--- src/gpx_defines.svh ---
`ifndef GPX_DEFINES_SVH
`define GPX_DEFINES_SVH
// -----------------------------------------------------------
// Register selector codes, low three bits of the command byte
// -----------------------------------------------------------
`define GPX_SEL_IN0 3'h0
`define GPX_SEL_IN1 3'h1
`define GPX_SEL_DRIVE0 3'h2
`define GPX_SEL_DRIVE1 3'h3
`define GPX_SEL_INVERT0 3'h4
`define GPX_SEL_INVERT1 3'h5
`define GPX_SEL_DIR0 3'h6
`define GPX_SEL_DIR1 3'h7
// Register group, selector bits 2:1; bit 0 picks the port
`define GPX_GRP_IN 2'h0
`define GPX_GRP_DRIVE 2'h1
`define GPX_GRP_INVERT 2'h2
`define GPX_GRP_DIR 2'h3
// Reset values
`define GPX_DRIVE_RST 8'hff
`define GPX_INVERT_RST 8'h00
`define GPX_DIR_RST 8'hff
// Fixed upper slave address bits, value arbitrary
`define GPX_ADDR_BASE 5'h1d
// Bits in one serial byte
`define GPX_BYTE_BITS 4'h8
`endif

--- src/gpx_pkg.sv ---
package gpx_pkg;
    // -------------------------------------------------------
    // Serial slave states, one-hot
    // -------------------------------------------------------
    typedef enum logic [8:0] {
        ST_IDLE = 9'h001,
        ST_ADDR = 9'h002,
        ST_ADDR_ACK = 9'h004,
        ST_CMD = 9'h008,
        ST_CMD_ACK = 9'h010,
        ST_WDATA = 9'h020,
        ST_WDATA_ACK = 9'h040,
        ST_RDATA = 9'h080,
        ST_RDATA_ACK = 9'h100
    } gpx_state_e;

    // Whole state of the expander core
    typedef struct packed {
        gpx_state_e state;
        logic [3:0] bit_cnt;
        logic [7:0] shift;
        logic [2:0] ptr;
        logic rw;
        logic ack_ok;
        logic sda_oe;
        logic scl_q;
        logic sda_q;
        logic [1:0] capture;
        logic [1:0][7:0] drive;
        logic [1:0][7:0] invert;
        logic [1:0][7:0] dir;
    } gpx_core_s;

    // Whole state of one 8-bit port
    typedef struct packed {
        logic [7:0] snap;
        logic armed;
        logic irq;
    } gpx_port_s;
endpackage

--- src/gpx_sync2.sv ---
`timescale 1ns/1ps
// -----------------------------------------------------------
// Two-stage synchroniser
// -----------------------------------------------------------
module gpx_sync2 #(
    parameter int WIDTH = 1
) (
    // Clock and reset
    input wire logic clock_i,
    input wire logic reset_i,
    // Data
    input wire logic [WIDTH-1:0] d_i,
    output logic [WIDTH-1:0] q_o
);
    typedef struct packed {
        logic [WIDTH-1:0] s2;
        logic [WIDTH-1:0] s1;
    } gpx_sync_s;

    gpx_sync_s cur_r;
    gpx_sync_s cur_nxt;

    // First stage feeds only the second
    always_comb begin
        cur_nxt.s1 = d_i;
        cur_nxt.s2 = cur_r.s1;
    end

    // Stage registers
    always_ff @(posedge clock_i or posedge reset_i) begin
        if (reset_i) begin
            cur_r <= '0;
        end else begin
            cur_r <= cur_nxt;
        end
    end

    assign q_o = cur_r.s2;
endmodule

--- src/gpx_port.sv ---
`timescale 1ns/1ps
// -----------------------------------------------------------
// One 8-bit port: pin drivers, read value, change detect
// -----------------------------------------------------------
module gpx_port (
    // Clock and reset
    input wire logic clock_i,
    input wire logic reset_i,
    // Synchronised pin levels and settings
    input wire logic [7:0] level_i,
    input wire logic [7:0] dir_i,
    input wire logic [7:0] drive_i,
    input wire logic [7:0] invert_i,
    input wire logic capture_i,
    // Pin drivers
    output logic [7:0] pin_o,
    output logic [7:0] pin_oe_o,
    // Read value and change flag
    output logic [7:0] read_o,
    output logic irq_o
);
    gpx_pkg::gpx_port_s cur_r;
    gpx_pkg::gpx_port_s cur_nxt;
    logic [7:0] diff;

    // Only input-mode pins can flag a change
    assign diff = (level_i ^ cur_r.snap) & dir_i; // RQ21 RQ22

    // Snapshot after reset and on each read of its input register; flag tracks diff
    always_comb begin
        cur_nxt = cur_r;
        cur_nxt.armed = 1'b1;
        if (!cur_r.armed || capture_i) begin
            cur_nxt.snap = level_i; // RQ20
        end
        // Clears when pins return or on a read of its input register
        cur_nxt.irq = cur_r.armed && !capture_i && (|diff); // RQ17 RQ18
    end

    always_ff @(posedge clock_i or posedge reset_i) begin
        if (reset_i) begin
            cur_r <= '0;
        end else begin
            cur_r <= cur_nxt;
        end
    end

    // Push-pull drive only when configured as output
    assign pin_o = drive_i; // RQ13
    assign pin_oe_o = ~dir_i; // RQ12
    assign read_o = level_i ^ invert_i; // RQ7 RQ11
    assign irq_o = cur_r.irq;

    property p_irq_set;
        @(posedge clock_i) disable iff (reset_i)
        (cur_r.armed && !capture_i && (|diff)) |=> cur_r.irq;
    endproperty
    a_irq_set: assert property (p_irq_set) // RQ17
        else $error("input change did not raise flag");

    property p_irq_idle;
        @(posedge clock_i) disable iff (reset_i)
        !(|((level_i ^ cur_r.snap) & dir_i)) |=> !cur_r.irq;
    endproperty
    a_irq_idle: assert property (p_irq_idle) // RQ18
        else $error("flag set without input change");

    property p_capture;
        @(posedge clock_i) disable iff (reset_i)
        capture_i |=> (!cur_r.irq && cur_r.snap == $past(level_i));
    endproperty
    a_capture: assert property (p_capture) // RQ19
        else $error("read did not clear flag or snapshot");
endmodule

--- src/gpx_expander.sv ---
`timescale 1ns/1ps
`include "gpx_defines.svh"
// -----------------------------------------------------------
// Summary of operation
// RQ1: Two strap pins form low slave address bits, four addresses.
// RQ2: Address byte bit 0 high reads, low writes.
// RQ3: First byte after write address goes to the pointer.
// RQ4: Pointer low three bits pick one of eight registers.
// RQ5: Pointer itself is never readable.
// RQ6: Codes 0-7: input, drive, invert, direction pairs.
// RQ7: Input registers show pin levels in either direction.
// RQ8: Writes to input registers are dropped silently.
// RQ9: Drive bits act on outputs only, reset to ones.
// RQ10: Drive register reads return last written value.
// RQ11: Invert bit one flips read level; resets zero.
// RQ12: Direction one is input, zero output; resets ones.
// RQ13: Output pins driven high or low from drive bit.
// RQ14: Power-on reset restores registers and bus state.
// RQ15: Reset pin low forces full reset at any time.
// RQ16: Master holds reset pin low long enough.
// RQ17: Any input-mode pin edge raises interrupt.
// RQ18: Interrupt drops on return to old value or read.
// RQ19: Read clears interrupt at the acknowledge clock rise.
// RQ20: Changes after clearing signal again.
// RQ21: Output-mode pins never interrupt.
// RQ22: Switching output to input may raise interrupt.
// RQ23: Master starts only on an idle bus.
// RQ24: After each data byte move to pair partner.
// RQ25: Master withholds ack on the last read byte.
// RQ26: Interrupt is open drain, low while pending.
// RQ27: Pin levels synchronised before use.
// -----------------------------------------------------------
module gpx_expander #(
    parameter logic [4:0] ADDR_BASE = `GPX_ADDR_BASE
) (
    // Clock and power-on reset
    input wire logic clock_i,
    input wire logic reset_i,
    // Reset pin, active low
    input wire logic reset_pin_n_i,
    // Address straps
    input wire logic addr_sel_lo_i,
    input wire logic addr_sel_hi_i,
    // Serial bus
    input wire logic scl_i,
    input wire logic sda_i,
    output logic sda_o,
    output logic sda_oe_o,
    // Interrupt, open drain
    output logic int_n_o,
    output logic int_n_oe_o,
    // Port pins, port 1 in the upper byte
    input wire logic [15:0] port_pin_i,
    output logic [15:0] port_pin_o,
    output logic [15:0] port_pin_oe_o
);
    gpx_pkg::gpx_core_s cur_r;
    gpx_pkg::gpx_core_s cur_nxt;
    logic rst_pin_sync;
    logic core_rst;
    logic [19:0] sync_q;
    logic scl_s;
    logic sda_s;
    logic [6:0] my_addr;
    logic start_det;
    logic stop_det;
    logic scl_rise;
    logic scl_fall;
    logic evt_fall;
    logic byte_done;
    logic [1:0][7:0] port_rd;
    logic [1:0] port_irq;
    logic [7:0] rd_byte;

    // -------------------------------------------------------
    // Register read mux
    // -------------------------------------------------------
    // No pointer case exists, so the pointer has no read path
    function automatic logic [7:0] rd_sel(
        input logic [2:0] sel,
        input logic [1:0][7:0] lvl,
        input logic [1:0][7:0] drv,
        input logic [1:0][7:0] inv,
        input logic [1:0][7:0] dir
    );
        logic [7:0] r;
        case (sel[2:1]) // RQ4 RQ5 RQ6
            `GPX_GRP_IN: r = lvl[sel[0]];
            `GPX_GRP_DRIVE: r = drv[sel[0]]; // RQ10
            `GPX_GRP_INVERT: r = inv[sel[0]];
            default: r = dir[sel[0]];
        endcase
        return r;
    endfunction

    // -------------------------------------------------------
    // Reset and input synchronisation
    // -------------------------------------------------------
    // Pin reset asserts at once, releases through two stages
    gpx_sync2 #(
        .WIDTH(1)
    ) u_rst_sync (
        .clock_i(clock_i),
        .reset_i(reset_i | ~reset_pin_n_i), // RQ15
        .d_i(1'b1),
        .q_o(rst_pin_sync)
    );

    assign core_rst = reset_i | ~rst_pin_sync; // RQ14 RQ15

    // Two stages per pin; runs through a pin reset for a true snapshot
    gpx_sync2 #(
        .WIDTH(20)
    ) u_pin_sync (
        .clock_i(clock_i),
        .reset_i(reset_i),
        .d_i({addr_sel_hi_i, addr_sel_lo_i, sda_i, scl_i, port_pin_i}),
        .q_o(sync_q)
    ); // RQ27

    assign scl_s = sync_q[16];
    assign sda_s = sync_q[17];
    assign my_addr = {ADDR_BASE, sync_q[19], sync_q[18]}; // RQ1

    // -------------------------------------------------------
    // Bus condition detection
    // -------------------------------------------------------
    // Start and stop are data edges while the clock is high
    assign start_det = scl_s && cur_r.scl_q && cur_r.sda_q && !sda_s;
    assign stop_det = scl_s && cur_r.scl_q && !cur_r.sda_q && sda_s;
    assign scl_rise = scl_s && !cur_r.scl_q;
    assign scl_fall = !scl_s && cur_r.scl_q;
    assign evt_fall = scl_fall && !start_det && !stop_det;
    assign byte_done = cur_r.bit_cnt == `GPX_BYTE_BITS;

    assign rd_byte = rd_sel(cur_r.ptr, port_rd, cur_r.drive,
                            cur_r.invert, cur_r.dir);

    // -------------------------------------------------------
    // Serial slave and register file
    // -------------------------------------------------------
    // Samples data on clock rise, changes data on clock fall
    always_comb begin
        cur_nxt = cur_r;
        cur_nxt.scl_q = scl_s;
        cur_nxt.sda_q = sda_s;
        cur_nxt.capture = 2'b00;
        if (start_det) begin
            // Repeated start aborts any byte in flight
            cur_nxt.state = gpx_pkg::ST_ADDR;
            cur_nxt.bit_cnt = 4'h0;
            cur_nxt.sda_oe = 1'b0;
        end else if (stop_det) begin
            cur_nxt.state = gpx_pkg::ST_IDLE;
            cur_nxt.sda_oe = 1'b0;
        end else if (scl_rise) begin
            case (cur_r.state)
                gpx_pkg::ST_ADDR,
                gpx_pkg::ST_CMD,
                gpx_pkg::ST_WDATA: begin
                    cur_nxt.shift = {cur_r.shift[6:0], sda_s};
                    cur_nxt.bit_cnt = cur_r.bit_cnt + 4'h1;
                end
                gpx_pkg::ST_RDATA: begin
                    cur_nxt.bit_cnt = cur_r.bit_cnt + 4'h1;
                end
                gpx_pkg::ST_RDATA_ACK: begin
                    // Master ack or nack; a read of an input byte
                    // snapshots that port and clears its flag
                    cur_nxt.ack_ok = !sda_s; // RQ25
                    if (cur_r.ptr[2:1] == `GPX_GRP_IN) begin
                        cur_nxt.capture[cur_r.ptr[0]] = 1'b1; // RQ19
                    end
                    cur_nxt.ptr[0] = !cur_r.ptr[0]; // RQ24
                end
                default: begin
                end
            endcase
        end else if (scl_fall) begin
            case (cur_r.state)
                gpx_pkg::ST_ADDR: begin
                    if (byte_done) begin
                        if (cur_r.shift[7:1] == my_addr) begin // RQ1
                            cur_nxt.state = gpx_pkg::ST_ADDR_ACK;
                            cur_nxt.rw = cur_r.shift[0]; // RQ2
                            cur_nxt.sda_oe = 1'b1;
                        end else begin
                            cur_nxt.state = gpx_pkg::ST_IDLE;
                        end
                    end
                end
                gpx_pkg::ST_CMD: begin
                    if (byte_done) begin
                        cur_nxt.ptr = cur_r.shift[2:0]; // RQ3 RQ4
                        cur_nxt.state = gpx_pkg::ST_CMD_ACK;
                        cur_nxt.sda_oe = 1'b1;
                    end
                end
                gpx_pkg::ST_WDATA: begin
                    if (byte_done) begin
                        case (cur_r.ptr[2:1])
                            `GPX_GRP_DRIVE: begin
                                cur_nxt.drive[cur_r.ptr[0]] = cur_r.shift;
                            end
                            `GPX_GRP_INVERT: begin
                                cur_nxt.invert[cur_r.ptr[0]] = cur_r.shift;
                            end
                            `GPX_GRP_DIR: begin
                                cur_nxt.dir[cur_r.ptr[0]] = cur_r.shift;
                            end
                            default: begin
                                // Input registers ignore data
                            end
                        endcase // RQ8
                        cur_nxt.ptr[0] = !cur_r.ptr[0]; // RQ24
                        cur_nxt.state = gpx_pkg::ST_WDATA_ACK;
                        cur_nxt.sda_oe = 1'b1;
                    end
                end
                gpx_pkg::ST_ADDR_ACK: begin
                    cur_nxt.bit_cnt = 4'h0;
                    if (cur_r.rw) begin
                        // Read: first bit out right away
                        cur_nxt.state = gpx_pkg::ST_RDATA;
                        cur_nxt.shift = rd_byte;
                        cur_nxt.sda_oe = !rd_byte[7];
                    end else begin
                        cur_nxt.state = gpx_pkg::ST_CMD;
                        cur_nxt.sda_oe = 1'b0;
                    end
                end
                gpx_pkg::ST_CMD_ACK,
                gpx_pkg::ST_WDATA_ACK: begin
                    cur_nxt.state = gpx_pkg::ST_WDATA;
                    cur_nxt.bit_cnt = 4'h0;
                    cur_nxt.sda_oe = 1'b0;
                end
                gpx_pkg::ST_RDATA: begin
                    if (byte_done) begin
                        cur_nxt.state = gpx_pkg::ST_RDATA_ACK;
                        cur_nxt.sda_oe = 1'b0;
                    end else begin
                        cur_nxt.sda_oe = !cur_r.shift[6];
                        cur_nxt.shift = {cur_r.shift[6:0], 1'b1};
                    end
                end
                gpx_pkg::ST_RDATA_ACK: begin
                    cur_nxt.bit_cnt = 4'h0;
                    if (cur_r.ack_ok) begin
                        // Pointer already moved to the partner
                        cur_nxt.state = gpx_pkg::ST_RDATA;
                        cur_nxt.shift = rd_byte;
                        cur_nxt.sda_oe = !rd_byte[7];
                    end else begin
                        // Nack ends the read; wait for stop
                        cur_nxt.state = gpx_pkg::ST_IDLE;
                        cur_nxt.sda_oe = 1'b0;
                    end
                end
                default: begin
                end
            endcase
        end
    end

    // State register; both reset sources land here
    always_ff @(posedge clock_i or posedge core_rst) begin
        if (core_rst) begin
            cur_r <= '0;
            cur_r.state <= gpx_pkg::ST_IDLE; // RQ14
            cur_r.drive <= {2{`GPX_DRIVE_RST}}; // RQ9
            cur_r.invert <= {2{`GPX_INVERT_RST}}; // RQ11
            cur_r.dir <= {2{`GPX_DIR_RST}}; // RQ12
        end else begin
            cur_r <= cur_nxt;
        end
    end

    // -------------------------------------------------------
    // Ports
    // -------------------------------------------------------
    for (genvar p = 0; p < 2; p++) begin : g_port
        gpx_port u_port (
            .clock_i(clock_i),
            .reset_i(core_rst),
            .level_i(sync_q[8*p +: 8]),
            .dir_i(cur_r.dir[p]),
            .drive_i(cur_r.drive[p]),
            .invert_i(cur_r.invert[p]),
            .capture_i(cur_r.capture[p]),
            .pin_o(port_pin_o[8*p +: 8]),
            .pin_oe_o(port_pin_oe_o[8*p +: 8]),
            .read_o(port_rd[p]),
            .irq_o(port_irq[p])
        );
    end

    // Open-drain outputs only ever pull low
    assign sda_o = 1'b0;
    assign sda_oe_o = cur_r.sda_oe;
    assign int_n_o = 1'b0;
    assign int_n_oe_o = |port_irq; // RQ26

    // -------------------------------------------------------
    // Assertions
    // -------------------------------------------------------
    property p_addr_nack;
        @(posedge clock_i) disable iff (core_rst)
        (cur_r.state == gpx_pkg::ST_ADDR && evt_fall && byte_done
            && cur_r.shift[7:1] != my_addr)
        |=> (cur_r.state == gpx_pkg::ST_IDLE && !cur_r.sda_oe);
    endproperty
    a_addr_nack: assert property (p_addr_nack) // RQ1
        else $error("foreign address was acknowledged");
    property p_read_load;
        @(posedge clock_i) disable iff (core_rst)
        (cur_r.state == gpx_pkg::ST_ADDR_ACK && evt_fall && cur_r.rw)
        |=> (cur_r.state == gpx_pkg::ST_RDATA
            && cur_r.shift == $past(rd_byte));
    endproperty
    a_read_load: assert property (p_read_load) // RQ2
        else $error("read address did not load register data");
    property p_ptr_store;
        @(posedge clock_i) disable iff (core_rst)
        (cur_r.state == gpx_pkg::ST_CMD && evt_fall && byte_done)
        |=> (cur_r.ptr == $past(cur_r.shift[2:0])
            && cur_r.state == gpx_pkg::ST_CMD_ACK);
    endproperty
    a_ptr_store: assert property (p_ptr_store) // RQ3
        else $error("command byte not stored in pointer");
    property p_input_ro;
        @(posedge clock_i) disable iff (core_rst)
        (cur_r.state == gpx_pkg::ST_WDATA && evt_fall && byte_done
            && cur_r.ptr[2:1] == `GPX_GRP_IN)
        |=> ($stable(cur_r.drive) && $stable(cur_r.invert)
            && $stable(cur_r.dir));
    endproperty
    a_input_ro: assert property (p_input_ro) // RQ8
        else $error("write to input register changed state");
    property p_pair_step;
        @(posedge clock_i) disable iff (core_rst)
        (cur_r.state == gpx_pkg::ST_WDATA && evt_fall && byte_done)
        |=> (cur_r.ptr[0] != $past(cur_r.ptr[0])
            && cur_r.ptr[2:1] == $past(cur_r.ptr[2:1]));
    endproperty
    a_pair_step: assert property (p_pair_step) // RQ24
        else $error("pointer did not move to pair partner");
    property p_reset_vals;
        @(posedge clock_i) disable iff (core_rst)
        $fell(core_rst) |-> (port_pin_oe_o == 16'h0000
            && cur_r.drive == {2{`GPX_DRIVE_RST}}
            && cur_r.invert == {2{`GPX_INVERT_RST}}
            && cur_r.state == gpx_pkg::ST_IDLE);
    endproperty
    a_reset_vals: assert property (p_reset_vals) // RQ14
        else $error("state not at defaults after reset");
    property p_drive_pins;
        @(posedge clock_i) disable iff (core_rst)
        (cur_r.state == gpx_pkg::ST_WDATA && evt_fall && byte_done
            && cur_r.ptr == `GPX_SEL_DIR0)
        |=> (port_pin_oe_o[7:0] == ~$past(cur_r.shift));
    endproperty
    a_drive_pins: assert property (p_drive_pins) // RQ13
        else $error("direction write did not steer drivers");
endmodule

--- config.mk ---
export PLATFORM = sky130hd
export DESIGN_NAME = gpx_expander
export DESIGN_NICKNAME = d
export VERILOG_FILES = /design/src/gpx_pkg.sv /design/src/gpx_sync2.sv /design/src/gpx_port.sv /design/src/gpx_expander.sv
export VERILOG_INCLUDE_DIRS = /design/src /design/src/src
export SDC_FILE = /design/constraint.sdc
export NUM_CORES = 1
export LEC_CHECK = 0
export BUFFER_PORTS_ARGS = -buffer_cell sky130_fd_sc_hd__buf_2
export CORE_MARGIN = 1
export CORE_UTILIZATION = 35
export CTS_BUF_LIST = sky130_fd_sc_hd__clkbuf_16
export DETAILED_ROUTE_END_ITERATION = 16
export GPL_TIMING_DRIVEN = 0
export SLEW_MARGIN = 0
export SYNTH_ARGS = -nofsm -noshare
export SYNTH_HDL_FRONTEND = slang
export SYNTH_SLANG_ARGS = --single-unit
export TNS_END_PERCENT = 1
--- constraint.sdc ---
create_clock -name clock_i -period 13.2 [get_ports clock_i]
set_clock_uncertainty 0.2 [all_clocks]
set_input_delay 1.32 -clock clock_i [delete_from_list [all_inputs] [get_ports clock_i]]
set_output_delay 1.32 -clock clock_i [all_outputs]
set_load 0.1 [all_outputs]
Word level (Yosys, flattened, before mapping)
Cells that the tools add are included.
{"block": "op_classes", "n_addsub": 1, "n_lt_le_gt_ge": 2, "eq_ne": 29, "mux": 73, "bitwise": 15, "reduce_logical": 52}
{"operator": "two-way mux 48 bit", "count": 4}
{"operator": "two-way mux 8 bit", "count": 15}
{"operator": "two-way mux 50 bit", "count": 2}
{"operator": "one-hot mux 9 bit (7 select lines)", "count": 1}
{"operator": "two-way mux 9 bit", "count": 6}
{"operator": "bitwise mux 16 bit", "count": 3}
{"operator": "two-way mux 16 bit", "count": 3}
{"operator": "one-hot mux 8 bit (3 select lines)", "count": 2}
{"operator": "AND reduction 7 bit", "count": 6}
{"operator": "XOR 8 bit", "count": 4}
{"operator": "two-way mux 25 bit", "count": 1}
{"operator": "!= test 3 bit (second input constant)", "count": 7}
{"operator": "two-way mux 1 bit", "count": 20}
{"operator": "!= test 4 bit (second input constant)", "count": 5}
{"operator": "two-way mux 17 bit", "count": 1}
{"operator": "bitwise AND 8 bit", "count": 2}
{"operator": "NOT 8 bit", "count": 2}
{"operator": "OR reduction 8 bit", "count": 2}
{"operator": "two-way mux 13 bit", "count": 1}
{"operator": "logical AND 1 bit", "count": 12}
{"operator": "two-way mux 12 bit", "count": 1}
{"operator": "AND reduction 6 bit", "count": 2}
{"operator": "nonzero test 3 bit", "count": 4}
{"operator": "zero test 1 bit", "count": 10}
{"operator": "other kinds (38)", "count": 56}
{"block": "totals", "regBits": 140, "in_bits": 23, "out_inout_bits": 36, "elab_cells": 198}

Logic depth before layout (Yosys ltp)
Gate-level depths: netlist (run 1).
{"block": "depth", "depth_word": 12, "depth_mapped": 9, "mapped_depth_nobuf": 8}

By module
A second synthesis (run 1) with hierarchy kept.
{"block": "hier_totals", "hier_cells": 563, "area_unflattened_um2": 6824.0}
{"module": "gpx_expander", "instances": 1, "cells_each": 401, "area_per_inst_um2": 4514.3}
{"module": "gpx_port", "instances": 2, "cells_each": 59, "area_per_inst_um2": 625.6}
{"module": "gpx_sync2 at u_pin_sync", "instances": 1, "cells_each": 41, "area_per_inst_um2": 1004.7}
{"module": "gpx_sync2 at u_rst_sync", "instances": 1, "cells_each": 3, "area_per_inst_um2": 53.8}

Worst setup path before layout (run 1)
No wires, ideal clock.
{"block": "synth_path", "path_kind": "reg-to-output", "start": "register (tool-made name)", "end": "output port_pin_oe_o[0]", "arrival_ns": 0.951, "required_time_ns": 11.680, "path_slack_ns": 10.729, "stages_incl_launch_ff": 2, "cell_sequence": "dfstp_2 inv_1"}
{"element": "end, declared", "line_no": "gpx_expander.sv:55", "rtl": "output logic [15:0] port_pin_oe_o"}

==> results, run 1 <==
- The count of nets left with antenna violations once routing finished came out at 0.
- The critical path goes through buf_4, buf_2.
- Buffers inserted to repair hold after CTS numbered 0.
- The CTS buffer count is 17.
- The final worst-path cycle share is 22.8%.
- The iteration-0 DRC count of the detailed router is ~200.
- Synthesis handed over a netlist of 528 instances.
- After filler insertion, the fill cell instance count of the layout stands at around 1700.
- The worst path arrival time is between 1000 and 1500 ps.
- After layout, the design draws a total of 1.07 mW.
- The congestion estimate from routability-driven global placement came to approximately 0.82.
- The HPWL after detailed placement is about 11 mm.
- The static leakage power is 3.43 nW.
- Entering global routing, the biggest net connects between 40 and 50 pins.
- The longest clock path from root to sink contains 2 buffers.
- Detailed routing inserted a total of 4287 vias.
- The element type at the critical path end is an output pin.
- The max-slew violation count came to 0.
- The clock tree root buffer cell is sky130_fd_sc_hd__clkbuf_16.
- The number of warnings issued by yosys is 0.
- In this run, the combinational gates consume 10.4% of the power.
- The clock tree synthesis step divided the H-tree into 4 levels.
- The tool flagged a number of max-cap violations equal to 0.
- Relative to the synthesized area, the layout overhead comes to 18.6%.
- The sequential cell fraction of total power is a little under half.
- Across all register-to-register paths, the minimum setup slack is 10350 ps.
- The number of cell rows is 49.
- The clock network accounts for 43.9% of the total power.
- The later pin in the worst-skew pair is clocked with a latency of 420 ps.
- Broken down by cell family, the worst path's largest delay share belongs to flip-flops.
- The synthesized-area fraction occupied by xor and xnor cells is between 4 and 5%.
- Static timing analysis puts the maximum clock frequency at 332 MHz.
- The class of the tightest hold or removal check is reg2reg.
- The share of synthesized cell area in full adder, half adder and majority cells is less than 1%.
- The analysis attributes to net switching a power of roughly 0.28 mW.
- The internal power consumption is approximately 0.80 mW.
- The chip width is between 100 and 150 um.
- By startpoint and endpoint, the worst setup path is classified as reg2out.
- The number of nets in the layout is roughly 640.
- Global routing consumed, over all layers together, 16.7% of the routing resources.
- The cell count of the worst reg-to-reg path is 8.
- The startpoint identified for the worst register-to-register timing path is cur_r[51].
- Counting flops with an async set or reset pin after synthesis yields a share of 100%.
- For this run the aggregate overflow at the end of global routing stands at 0.
- The area of the mapped netlist is between 6000 and 7000 um^2.
- The path with the worst hold slack has its endpoint at u_pin_sync.q_o[6].
- Setup repair after global routing left no endpoint under its margin.
- The worst hold path passes through 0 cells.
- The I/O pin total is 59.
- The critical path's slowest cell is sky130_fd_sc_hd__dfstp_2.
- The via count of the first global-routing pass is around 4500.
- Sequential elements use a little over half of the synthesized area.
- The required time of the critical path is 11680 ps.
- In this run switching power makes up about a quarter of total power.
- The startpoint of the most critical hold path is u_pin_sync.cur_nxt[26].
- Yosys mapped a number of flops with a built-in enable equal to 0.
- The wire length of the first global-routing pass is around 25 mm.
- The number of antenna violations at the first check in global routing is 0.
- The power density normalized to cell area is approximately 140 nW/um^2.
- The type of origin of the critical path is a flip-flop.
- The total wire length is 15.0 mm.
- After detailed routing, the number of remaining DRC violations is 0.
- The final-layout setup total negative slack is 0 ps.
- After clock tree synthesis, the setup repair step added 0 buffers.
- The buffers plus inverters on the worst setup path is 2.
- The area share of and/or/nand/nor cells after synthesis is between 10% and 20%.
- The floorplan step defined a die boundary enclosing about 19000 um^2.
- The run finished with clean final reports.
- The worst slack at placement is around 10000 ps.
- The final setup violation count is 0.
- The synthesized-area fraction occupied by ao, oa, aoi and oai cells is ~7.5%.
- After detailed routing, the average wire length per cell comes to about 18 um.
- The number of failing hold endpoints at the final stage is 0.
- The count of TritonRoute iterations in the first routing pass is 6.
- The count of inserted antenna diode cells is 0.
- The count of instances resized after the clock tree is built is 0.
- The post-synthesis area per instance is roughly 12 um^2.
- The worst setup slack after layout is ~10000 ps.
- Synthesis inferred 140 register bits.
- The number of distinct standard cells referenced by the synthesized netlist is between 60 and 70.
- The TritonCTS clock tree is built.
- Once the floorplan was initialized, standard cells occupied 36.2% of the core.
- Port buffering added between 50 and 60 buffers.
- The final worst hold slack is approximately 150 ps.
- The maximum fanout encountered on the critical timing path is 3.
- The post-route core utilization is between 40 and 50%.
- Of the cells placed in the final design, the portion with a size suffix greater than 1 is 39.5%.
- The post-layout minimum cycle time is 3010 ps.
- The worst-case IR drop observed on VDD is about 0.09 mV.
- Of the post-synthesis cell area, the part taken by muxes is 16.8%.
- After synthesis, the largest family of logic cells by area is multiplexers.
- The die outline height is 139 um.
- The worst slew slack as a fraction of its limit is a little under half.
- Using the TritonRoute via totals, the vias-per-cell ratio works out to roughly 5.0.
- The dominant register cell in the synthesized netlist is sky130_fd_sc_hd__dfrtp_1.
- For the pin with the worst max-slew slack, the measured transition is 816 ps.
- Clock-pin slew was measured on the worst setup and hold paths at about 60 ps.
- After floorplanning, the core was sized to cover around 18000 um^2.
- The highest cell delay on the worst timing path is between 500 and 600 ps.
- The number of clock sinks is 140.
[worst reg2reg max path, delay by kind of cell (launching register included)]
family | cells | cell delay [ps]
mux | 1 | 390
flops | 1 | 370
simple gates | 5 | 1470
buf+inv | 1 | 60
fa+ha+maj | 1 | 290
[worst max path at each step]
stage	slack [ps]	end	cells after the start	start
finish	10190	port_pin_o[4]	2	flip-flop
global route	10140	port_pin_o[13]	2	flip-flop
global placement	3110	g_port[0].u_port.cur_r[5]	2	reset_i
detailed placement	10400	flip-flop	8	cur_r[51]
CTS	10170	port_pin_o[4]	2	flip-flop
floorplan	5670	async pin	1	reset_i
[through the flow]
step,instance area (um^2),std cells
after floorplan,6610,530
after global placement,7170,815
after detailed placement,7240,818
after CTS,7820,850
after global routing,7820,850
final,7820,850
[layer usage]
layer	global-route usage (%)	share of wire, %
met1	21.6	46
met2	27.2	48
met3	3.51	4.3
met4	7.19	2.4
met5	0	0
[logic make-up after synthesis]
logic type               after synthesis
adder cells (fa/ha/maj)                5
XOR/XNOR                              37
other                                  2
flip-flops                           140
AO/OA/AOI/OAI                         70
multiplexers                          91
AND/OR/NAND/NOR                      121
buffers and inverters                 62
[cells in the final DEF (no fill, tap or decap), types with 12 or more instances in the layout]
cell / count
sky130_fd_sc_hd__dfrtp_1: 107
sky130_fd_sc_hd__mux2_2: 68
sky130_fd_sc_hd__buf_2: 65
sky130_fd_sc_hd__dfstp_2: 33
sky130_fd_sc_hd__xnor2_1: 26
sky130_fd_sc_hd__nor2_1: 26
sky130_fd_sc_hd__inv_1: 25
sky130_fd_sc_hd__nand2_1: 24
sky130_fd_sc_hd__buf_4: 19
sky130_fd_sc_hd__clkbuf_16: 17
sky130_fd_sc_hd__nor2b_1: 16
sky130_fd_sc_hd__a21oi_1: 16
sky130_fd_sc_hd__mux2i_1: 12
[cells in the mapped netlist, types with 3 or more instances]
master | number | area share (%)
sky130_fd_sc_hd__nor3_1 | 4 | 0.30
sky130_fd_sc_hd__clkbuf_1 | 8 | 0.46
sky130_fd_sc_hd__o22ai_1 | 11 | 1.0
sky130_fd_sc_hd__dfrtp_1 | 107 | 41
sky130_fd_sc_hd__a21oi_1 | 16 | 1.2
sky130_fd_sc_hd__dfstp_2 | 33 | 13
sky130_fd_sc_hd__and3_1 | 5 | 0.47
sky130_fd_sc_hd__nor2b_1 | 17 | 1.6
sky130_fd_sc_hd__mux4_2 | 9 | 3.1
sky130_fd_sc_hd__mux2i_1 | 12 | 1.8
sky130_fd_sc_hd__nand4_1 | 3 | 0.28
sky130_fd_sc_hd__buf_2 | 9 | 0.68
sky130_fd_sc_hd__a31oi_1 | 4 | 0.38
sky130_fd_sc_hd__a22o_1 | 5 | 0.66
sky130_fd_sc_hd__mux2_2 | 68 | 12
sky130_fd_sc_hd__nand2b_1 | 8 | 0.76
sky130_fd_sc_hd__nand3_1 | 3 | 0.23
sky130_fd_sc_hd__nor2_1 | 26 | 1.5
sky130_fd_sc_hd__buf_4 | 19 | 2.2
sky130_fd_sc_hd__xor2_1 | 11 | 1.5
sky130_fd_sc_hd__a21o_1 | 3 | 0.34
sky130_fd_sc_hd__inv_1 | 24 | 1.4
sky130_fd_sc_hd__o31ai_1 | 4 | 0.46
sky130_fd_sc_hd__ha_1 | 5 | 0.95
sky130_fd_sc_hd__nand2_1 | 24 | 1.4
sky130_fd_sc_hd__nor4b_1 | 3 | 0.40
sky130_fd_sc_hd__xnor2_1 | 26 | 3.5
sky130_fd_sc_hd__nand3b_1 | 5 | 0.57
sky130_fd_sc_hd__nor2_4 | 6 | 1.0
sky130_fd_sc_hd__o21ai_0 | 4 | 0.30
[cell type report]
cell class	count	area (um^2)	share of cell area, %
Clock inverter	15	158	2.02
Buffer	38	225	2.88
Multi-Input combinational cell	328	2750	35.2
Tap cell	229	287	3.66
Inverter	24	90.1	1.15
Sequential cell	140	3540	45.3
Timing Repair Buffer	59	340	4.35
Clock buffer	17	425	5.44
[power groups by stage]
stage	clock, mW	combinational (mW)	sequential [mW]
global route	0.498	0.124	0.494
global placement	0	0.106	0.494
floorplan	0	0.0804	0.486
finish	0.471	0.112	0.490
detailed placement	0	0.112	0.497
CTS	0.479	0.113	0.490
Power figures use the tool's default switching activity.
==> run 2: changes to the inputs <==
==> constraint.sdc (replaced) <==
create_clock -name clock_i -period 2.7 [get_ports clock_i]
set_clock_uncertainty 0.2 [all_clocks]
set_input_delay 0.27 -clock clock_i [delete_from_list [all_inputs] [get_ports clock_i]]
set_output_delay 0.27 -clock clock_i [all_outputs]
set_load 0.1 [all_outputs]
==> run 2 against run 1 <==
Count of clock-buffer cells in the layout did not move. Register-to-register slack got worse by 10000 ps. First-iteration DRC count rose by 34%. Global-route usage fell by 0.21 points. Largest cell class unchanged. Worst hold slack got worse by 0.75 ps. Die area did not move. Utilization rose by 2.0 points.
==> results, run 2 (same netlist as run 1, synthesis figures left out) <==
- The max-cap check violation count is 0 (unchanged).
- The worst hold endpoint is u_pin_sync.q_o[0] (was u_pin_sync.q_o[6]).
- The final critical path takes up between 90% and 100% of the cycle.
- The number of nets in the layout is 665 (was 636).
- The count of non-filler cells in the finished layout is 879 (was 850).
- The worst path arrival time is 2650 ps (was 1490 ps).
- The iteration-0 DRC count of the detailed router is 270 (was 202).
- Unrepaired setup endpoints after global routing: false (unchanged).
- The wire length of the first global-routing pass is 24.6 mm (was 24.8 mm).
- The layout-stage area growth over the synthesis result was 24.1% (was 18.6%).
- The CTS buffer count is 17 (unchanged).
- The number of failing hold endpoints at the final stage is 0 (unchanged).
- The number of cell rows is 49 (unchanged).
- The slew at the pin with the worst max-slew slack is 832 ps (was 816 ps).
- The number of H-tree branching levels came to 4 (unchanged).
- The standard cell core area is 18200 um^2 (unchanged).
- The number of antenna violations at the first check in global routing came to 0 (unchanged).
- The maximum fanout encountered on the critical timing path was 8 (was 3).
- The number of fill cells in the layout is 1646 (was 1710).
- The net switching share of the total power is 25.2% (was 25.8%).
- The final routed DRC violation total is 0 (unchanged).
- The sequential cell fraction of total power is 44.8% (was 45.7%).
- The reg-to-reg critical path startpoint was cur_r[51] (unchanged).
- The internal power consumption was 4.01 mW (was 0.796 mW).
- The portion of total power attributed to combinational logic was 10.6% (was 10.4%).
- The reg-to-reg setup timing slack is 140 ps (was 10350 ps).
- The clock network latency to the later pin of the worst-skew pair was 420 ps (about the same).
- The area of all sequential standard cells was 3540 um^2 (unchanged).
- The required time of the critical path came to 2800 ps (was 11680 ps).
- The via count of the first global-routing pass is 4503 (was 4546).
- The last weighted congestion value of the routability-driven placer came to 0.831 (was 0.821).
- The number of vias after detailed routing is 4378 (was 4287).
- For this run, the top clock speed supported by timing is 391 MHz.
- The post-layout minimum cycle time is about 2600 ps.
- The highest routed metal layer is met4 (unchanged).
- The number of clock sinks is 140 (unchanged).
- The chip width is 139 um (unchanged).
- The clock group share of total power is 44.6% (was 43.9%).
- The worst slew slack as a fraction of its limit is 44.5% (was 45.5%).
- Counting stages on the worst path, the most repeated cell is sky130_fd_sc_hd__nor2_4.
- Cell-by-cell listing of the critical path: inv_1, ha_1, nand2b_1, nor2_4, nand2_1, nand4bb_4, nor2_4, buf_12, mux2_2 (was buf_4, buf_2).
- The die outline height is 139 um (unchanged).
- The final antenna-violating net count is 0 (unchanged).
- The area used by multi-input combinational logic is 2770 um^2 (was 2750 um^2).
- The clock tree root buffer cell is sky130_fd_sc_hd__clkbuf_16 (unchanged).
- Run status: finished clean (unchanged).
- The type of origin of the critical path is a flip-flop (unchanged).
- The I/O pin total is 59 (unchanged).
- The hold path depth is 0 (unchanged).
- The number of buffer cells added on primary ports was 56 (unchanged).
- The initial standard-cell utilization of the core came to 36.2% (unchanged).
- The max-slew violation count came to 0 (unchanged).
- The layout cell share with drive strength beyond 1 is 38.9% (was 39.5%).
- The pin count of the biggest net entering global routing is 41 (unchanged).
- The count of TritonRoute iterations in the first routing pass is 4 (was 6).
- The die area is 19400 um^2 (unchanged).
- The TritonCTS clock tree is built (unchanged).
- The average wire length per cell after detail routing is 17.1 um (was 17.6 um).
- The startpoint of the most critical hold path was u_pin_sync.cur_nxt[20] (was u_pin_sync.cur_nxt[26]).
- The power density normalized to cell area came to 655 nW/um^2 (was 137 nW/um^2).
- The post-route core utilization is 45.0% (was 43.0%).
- The wire length the detailed router placed on met1 came to 7.01 mm (was 6.83 mm).
- The total power draw came to 5.36 mW (was 1.07 mW).
- The startpoint-to-endpoint class of the critical path is reg2reg (was reg2out).
- The global routing usage summed across all routing layers came to 16.5% (was 16.7%).
- The cell total after placement is 818 (unchanged).
- The net switching power was 1.35 mW (was 0.277 mW).
- The peak supply drop was 0.666 mV (was 0.0897 mV).
- The HPWL after detailed placement is 10.8 mm (was 10.9 mm).
- The most common library cell in the layout ignoring fill and taps is sky130_fd_sc_hd__dfrtp_1 (unchanged).
- The CTS clock-pin slew for the worst setup and hold paths was 60 ps (about the same).
- The detailed route wirelength on metal3 is 539 um (was 643 um).
- The class of the tightest hold or removal check is reg2reg (unchanged).
- The final setup violation count is 0 (unchanged).
- The per-cell via count in the routed design is 4.98 (was 5.04).
- The element type at the critical path end is a flip-flop (was output pin).
- The highest cell delay on the worst timing path came to 380 ps (was 550 ps).
- The critical path's slowest cell is sky130_fd_sc_hd__dfrtp_1 (was sky130_fd_sc_hd__dfstp_2).
- The total length of routed met2 wires was 7.30 mm (was 7.13 mm).
- The static leakage power is 3.58 nW (was 3.43 nW).
- The total wire length is 15.0 mm (about the same).
- The number of buffers on the longest clock path is 2 (unchanged).
- The cell count of the worst reg-to-reg path was 9 (was 8).
- Commonest cells after routing, fill and taps aside: sky130_fd_sc_hd__dfrtp_1 (107), sky130_fd_sc_hd__mux2_2 (68), sky130_fd_sc_hd__buf_2 (65), sky130_fd_sc_hd__dfstp_2 (33), sky130_fd_sc_hd__xnor2_1 (26) (was sky130_fd_sc_hd__dfrtp_1 (107), sky130_fd_sc_hd__mux2_2 (68), sky130_fd_sc_hd__buf_2 (65), sky130_fd_sc_hd__dfstp_2 (33)).
- The count of inserted antenna diode cells is 0 (unchanged).
- The global route total overflow is 0 (unchanged).
-- run 2: cell count changes in the layout (fill, tap and decap cells not counted), moves of 2 or more --
cell / before / now
sky130_fd_sc_hd__buf_12: 3 / 6
sky130_fd_sc_hd__dlygate4sd3_1: 0 / 23
sky130_fd_sc_hd__buf_4: 19 / 21
sky130_fd_sc_hd__nor2_4: 6 / 8
-- run 2: power by group through the flow --
| stage | clock, mW | sequential (mW) | combinational (mW) |
|---|---|---|---|
| floorplan | 0 | 2.37 | 0.394 |
| global placement | 0 | 2.42 | 0.517 |
| detailed placement | 0 | 2.43 | 0.545 |
| CTS | 2.44 | 2.40 | 0.573 |
| global route | 2.54 | 2.42 | 0.637 |
| finish | 2.39 | 2.40 | 0.571 |
-- run 2: worst max path at each step --
stage                    from                         to  slack [ps]  depth (start not counted)
6_report            cur_r[51]                  flip-flop         140                          9
5_1_grt             cur_r[51]                  flip-flop          30                          9
4_1_cts             cur_r[51]                  flip-flop           6                          8
3_5_place_dp        cur_r[51]                  flip-flop         -90                          8
3_3_place_gp          reset_i  g_port[0].u_port.cur_r[5]        -550                          2
2_1_floorplan  u_rst_sync.q_o                  async pin         330                          1
-- run 2: metrics by stage --
| step | hold WS, ps | TNS [ps] | area (um^2) | setup slack (ps) |
|---|---|---|---|---|
| after floorplan | -127 | 0 | 6610 | 329 |
| after global placement | -21.7 | -37190 | 7180 | -554 |
| after detailed placement | -6.68 | -2240 | 7250 | -85.5 |
| after CTS | 147 | 0 | 8090 | 5.68 |
| after global routing | 150 | 0 | 8190 | 29.9 |
| final | 145 | 0 | 8190 | 143 |
-- run 2: worst max-delay path: cells and delay by family (launching register included) --
kind | cells | cell delay [ps]
simple gates | 5 | 1030
mux | 1 | 340
flops | 1 | 380
buf+inv | 2 | 200
fa+ha+maj | 1 | 290
-- run 2: metal layers --
| layer | up-vias | global-route usage, % |
|---|---|---|
| li1 | 2058 | - |
| met1 | 2209 | 21.8 |
| met2 | 98 | 27.1 |
| met3 | 13 | 3.54 |
| met4 | 0 | 5.09 |
| met5 | - | 0 |
-- run 2: layout make-up --
cell class              count  area share [%]
flip-flops and latches    140            43.3
multi-input cells         328            33.8
repair buffers             88            8.22
clock buffers              17            5.19
well taps                 229            3.50
plain buffers              38            2.75
clock inverters            15            2.20
inverters                  24            1.10
-- run 2: what timing repair did --
| item | in CTS | in global routing |
|---|---|---|
| hold buffers | 23 | 0 |
| pin swaps | 1 | 6 |
| endpoints found under the hold margin | 73 | 0 |
| endpoints found under the setup margin | 48 | 48 |
| gates resized for setup | 1 | 2 |
| buffers inserted | 0 | 6 |
==> run 3: changes to the inputs <==
--- a/config.mk
+++ b/config.mk
@@ -6,6 +6,7 @@
 export SDC_FILE = /design/constraint.sdc
 export NUM_CORES = 1
 export LEC_CHECK = 0
+export ABC_AREA = 1
 export BUFFER_PORTS_ARGS = -buffer_cell sky130_fd_sc_hd__buf_2
 export CORE_MARGIN = 1
 export CORE_UTILIZATION = 35
==> run 3 against run 2 <==
Routed wire length increased by 12%. Clock power about the same. Worst setup slack improved by 320 ps. Cell count increased by 27%. Synthesized cell count increased by 44%. Utilization decreased by 1.1 points. Via count increased by 22%. Critical path depth increased by 3. First-iteration DRC count increased by 54%. Sequential cell count unchanged. Largest power group is now clock.
==> results, run 3 <==
- The via count of the first global-routing pass is 4893 (was 4503).
- The number of distinct standard cells referenced by the synthesized netlist was 41 (was 63).
- The synthesized-area fraction occupied by xor and xnor cells is 3.25% (was 4.91%).
- The static leakage power came to 3.74 nW (was 3.58 nW).
- The class of the tightest hold or removal check is reg2reg (unchanged).
- The element type at the critical path end is a flip-flop (unchanged).
- The top cell type's share of synthesized area is 39.7% (was 40.6%).
- The cell total after placement is 1057 (was 818).
- The count of TritonRoute iterations in the first routing pass is 4 (unchanged).
- The worst slew slack as a fraction of its limit is 45.5% (was 44.5%).
- The maximum fanout encountered on the critical timing path is 10 (was 8).
- The post-CTS setup buffer count is 0 (unchanged).
- The HPWL after detailed placement is 12.3 mm (was 10.8 mm).
- The layout cell share with drive strength beyond 1 is 24.3% (was 38.9%).
- The final worst-path cycle share is 83.0% (was 94.7%).
- The chip width is 141 um (was 139 um).
- The proportion of synthesized chip area in sequential cells is 52.5% (was 53.7%).
- The share of synthesized cell area in full adder, half adder and majority cells came to 0.927% (was 0.948%).
- The count of inserted antenna diode cells is 0 (unchanged).
- The global routing usage summed across all routing layers was 18.3% (was 16.5%).
- The dominant register cell in the synthesized netlist is sky130_fd_sc_hd__dfrtp_1 (unchanged).
- The max-cap check violation count came to 0 (unchanged).
- The TritonCTS clock tree is built (unchanged).
- The maximum achievable frequency is 446 MHz (was 391 MHz).
- Top area cells in the synthesized netlist: sky130_fd_sc_hd__dfrtp_1 (40%), sky130_fd_sc_hd__dfstp_2 (13%), sky130_fd_sc_hd__nand2_1 (9.7%), sky130_fd_sc_hd__inv_1 (4.1%), sky130_fd_sc_hd__o21ai_1 (3.7%) (was sky130_fd_sc_hd__dfrtp_1 (41%), sky130_fd_sc_hd__dfstp_2 (13%), sky130_fd_sc_hd__mux2_2 (12%), sky130_fd_sc_hd__xnor2_1 (3.5%), sky130_fd_sc_hd__mux4_2 (3.1%)).
- The total power draw came to 5.15 mW (was 5.36 mW).
- The number of nets in the layout was 893 (was 665).
- The peak supply drop is 0.437 mV (was 0.666 mV).
- The area of the mapped netlist is 6750 um^2 (was 6600 um^2).
- The synthesized-area fraction occupied by ao, oa, aoi and oai cells came to 12.1% (was 7.49%).
- The post-synthesis sequential element count is 140 (unchanged).
- The slew at the pin with the worst max-slew slack is 816 ps (was 832 ps).
- The number of clock sinks is 140 (unchanged).
- The CTS buffer count was 17 (unchanged).
- The number of H-tree branching levels is 4 (unchanged).
- The initial standard-cell utilization of the core was 35.9% (was 36.2%).
- The final design area excluding fillers came to 8240 um^2 (was 8190 um^2).
- The final antenna-violating net count is 0 (unchanged).
- The required time of the critical path came to 2790 ps (was 2800 ps).
- The number of synthesized flops with an enable pin is 0 (unchanged).
- The type of origin of the critical path is a flip-flop (unchanged).
- The clock network latency to the later pin of the worst-skew pair is 420 ps (about the same).
- The I/O pin total was 59 (unchanged).
- The number of antenna violations at the first check in global routing is 0 (unchanged).
- The power density normalized to cell area came to 625 nW/um^2 (was 655 nW/um^2).
- The global route total overflow came to 0 (unchanged).
- The number of buffer cells added on primary ports is 56 (unchanged).
- The share of async-settable or async-resettable flops after synthesis is 100% (unchanged).
- The pin count of the biggest net entering global routing is 41 (unchanged).
- The most common library cell in the layout ignoring fill and taps is sky130_fd_sc_hd__nand2_1 (was sky130_fd_sc_hd__dfrtp_1).
- The die outline height came to 141 um (was 139 um).
- The max-slew violation count is 0 (unchanged).
- The area share of and/or/nand/nor cells after synthesis is 20.4% (was 11.2%).
- The standard cell core area is 18800 um^2 (was 18200 um^2).
- List of most frequent post-synthesis cells: sky130_fd_sc_hd__nand2_1 (175), sky130_fd_sc_hd__dfrtp_1 (107), sky130_fd_sc_hd__inv_1 (73) (was sky130_fd_sc_hd__dfrtp_1 (107), sky130_fd_sc_hd__mux2_2 (68), sky130_fd_sc_hd__dfstp_2 (33)).
- The cell type with the largest total area after synthesis is sky130_fd_sc_hd__dfrtp_1 (unchanged).
- The post-layout minimum cycle time came to 2240 ps (was 2560 ps).
- The average wire length per cell after detail routing was 15.1 um (was 17.1 um).
- Commonest cells after routing, fill and taps aside: sky130_fd_sc_hd__nand2_1 (175), sky130_fd_sc_hd__dfrtp_1 (107), sky130_fd_sc_hd__inv_1 (72), sky130_fd_sc_hd__buf_2 (62), sky130_fd_sc_hd__nor2_1 (52) (was sky130_fd_sc_hd__dfrtp_1 (107), sky130_fd_sc_hd__mux2_2 (68), sky130_fd_sc_hd__buf_2 (65), sky130_fd_sc_hd__dfstp_2 (33), sky130_fd_sc_hd__xnor2_1 (26)).
- The number of cell rows is 50 (was 49).
- The worst path arrival time came to 2330 ps (was 2650 ps).
- The last weighted congestion value of the routability-driven placer was 0.856 (was 0.831).
- Run status: finished clean (unchanged).
- The share of synthesized area spent on multiplexers is 2.50% (was 16.8%).
- The count of non-filler cells in the finished layout is 1112 (was 879).
- The startpoint-to-endpoint class of the critical path is reg2reg (unchanged).
- The number of vias after detailed routing came to 5326 (was 4378).
- The wire length of the first global-routing pass is 27.4 mm (was 24.6 mm).
- The clock tree root buffer cell was sky130_fd_sc_hd__clkbuf_16 (unchanged).
- The number of warnings issued by yosys was 0 (unchanged).
- The placed standard-cell area is 7390 um^2 (was 7250 um^2).
- The number of failing hold endpoints at the final stage was 0 (unchanged).
- The post-synthesis area per instance is 8.85 um^2 (was 12.5 um^2).
- The number of buffers on the longest clock path was 2 (unchanged).
- Unrepaired setup endpoints after global routing: false (unchanged).
- The per-cell via count in the routed design is 4.79 (was 4.98).
- The die area is 19800 um^2 (was 19400 um^2).
- The layout-stage area growth over the synthesis result is 22.1% (was 24.1%).
- The dominant cell by count in the synthesized netlist is sky130_fd_sc_hd__nand2_1 (was sky130_fd_sc_hd__dfrtp_1).
- The final setup violation count is 0 (unchanged).
- The total wire length is 16.8 mm (was 15.0 mm).
- The post-route core utilization is 43.9% (was 45.0%).
- The CTS clock-pin slew for the worst setup and hold paths was 60 ps (about the same).
- The iteration-0 DRC count of the detailed router is 416 (was 270).
- The final routed DRC violation total is 0 (unchanged).
- The final worst hold slack is 147 ps (was 145 ps).
- The post-synthesis cell count is 762 (was 528).
- The largest family of logic cells by synthesized area is simple AND/OR/NAND/NOR gates (was multiplexers).
run 3: cell types whose count changed in the layout (fill, tap and decap cells not counted), moves of 16 or more:
cell | before | now
sky130_fd_sc_hd__nand3_1 | 3 | 32
sky130_fd_sc_hd__o21ai_1 | 2 | 50
sky130_fd_sc_hd__nand2_1 | 24 | 175
sky130_fd_sc_hd__nor2b_1 | 16 | 0
sky130_fd_sc_hd__o21ai_0 | 4 | 45
sky130_fd_sc_hd__mux2_2 | 68 | 15
sky130_fd_sc_hd__nor2_1 | 25 | 52
sky130_fd_sc_hd__inv_1 | 24 | 72
run 3: worst max-delay path, cell delays in order (launching register included):
cell                      delay (ps)
sky130_fd_sc_hd__dfrtp_1         420
sky130_fd_sc_hd__ha_1            210
sky130_fd_sc_hd__nand2_1          70
sky130_fd_sc_hd__nor2_1           90
sky130_fd_sc_hd__nor2_4          260
sky130_fd_sc_hd__nand2_2         100
sky130_fd_sc_hd__nor2_4          130
sky130_fd_sc_hd__inv_2            80
sky130_fd_sc_hd__nor2_2          130
sky130_fd_sc_hd__nand2_2         140
sky130_fd_sc_hd__buf_6           190
sky130_fd_sc_hd__nand2_1          60
sky130_fd_sc_hd__o21ai_1          50
run 3: routing by layer:
layer  track usage, %  wire length [um]  vias to the layer above  share of wire [%]
li1                 -                 -                     2666                  -
met1             26.4              8220                     2500                 49
met2             27.6              7500                      148                 45
met3             3.13               887                       12                5.3
met4             6.64               225                        0                1.3
met5                0                 0                        -                  0
run 3: timing repair:
action                                  4_1_cts  5_1_grt
hold endpoints to repair                     78        0
endpoints found under the setup margin        0        0
resized for setup                             0        0
hold buffers                                 23        0
run 3: cell families after synthesis:
logic type,after synthesis
and+or+nand+nor,311
AOI/OAI and AO/OA,150
DFF,140
buffers and inverters,114
xor gates and xnor gates,25
muxes,15
adders and majority gates,5
other,2
run 3: final cells by class:
cell class | instances | area, um^2
multi-input combinational | 510 | 2660
tap | 234 | 293
clock buffer | 17 | 425
clock inverter | 15 | 188
sequential | 140 | 3540
fill | 1833 | 10500
inverter | 80 | 300
timing repair buffer | 82 | 571
buffer | 34 | 255
run 3: metrics by stage:
step / TNS [ps] / setup slack, ps
4_1_cts: 0 / 462
3_3_place_gp: -41170 / -641
6_report: 0 / 458
5_1_grt: 0 / 300
3_5_place_dp: 0 / 464
2_1_floorplan: 0 / 339
run 3: final timing paths:
| check | startpoint | endpoint | slack (ps) | cells past startpoint |
|---|---|---|---|---|
| setup / recovery | u_pin_sync.q_o[16] | flip-flop | 460 | 12 |
| hold / removal | u_pin_sync.cur_nxt[27] | u_pin_sync.q_o[7] | 150 | 0 |
| setup reg to reg | u_pin_sync.q_o[16] | flip-flop | 460 | 12 |
| hold reg to reg | u_pin_sync.cur_nxt[27] | u_pin_sync.q_o[7] | 150 | 0 |
| max in group asynchronous | reset_i | async pin | 1160 | 4 |
| min in group asynchronous | u_rst_sync.q_o | g_port[0].u_port.irq_o | 250 | 2 |
run 3: power by group:
group / total, mW / internal, mW / switching [mW] / leakage, nW
combinational: 0.460 / 0.152 / 0.308 / 1.75
clock: 2.42 / 1.47 / 0.953 / 0.286
sequential: 2.27 / 2.20 / 0.0729 / 1.70
total: 5.15 / 3.81 / 1.33 / 3.74
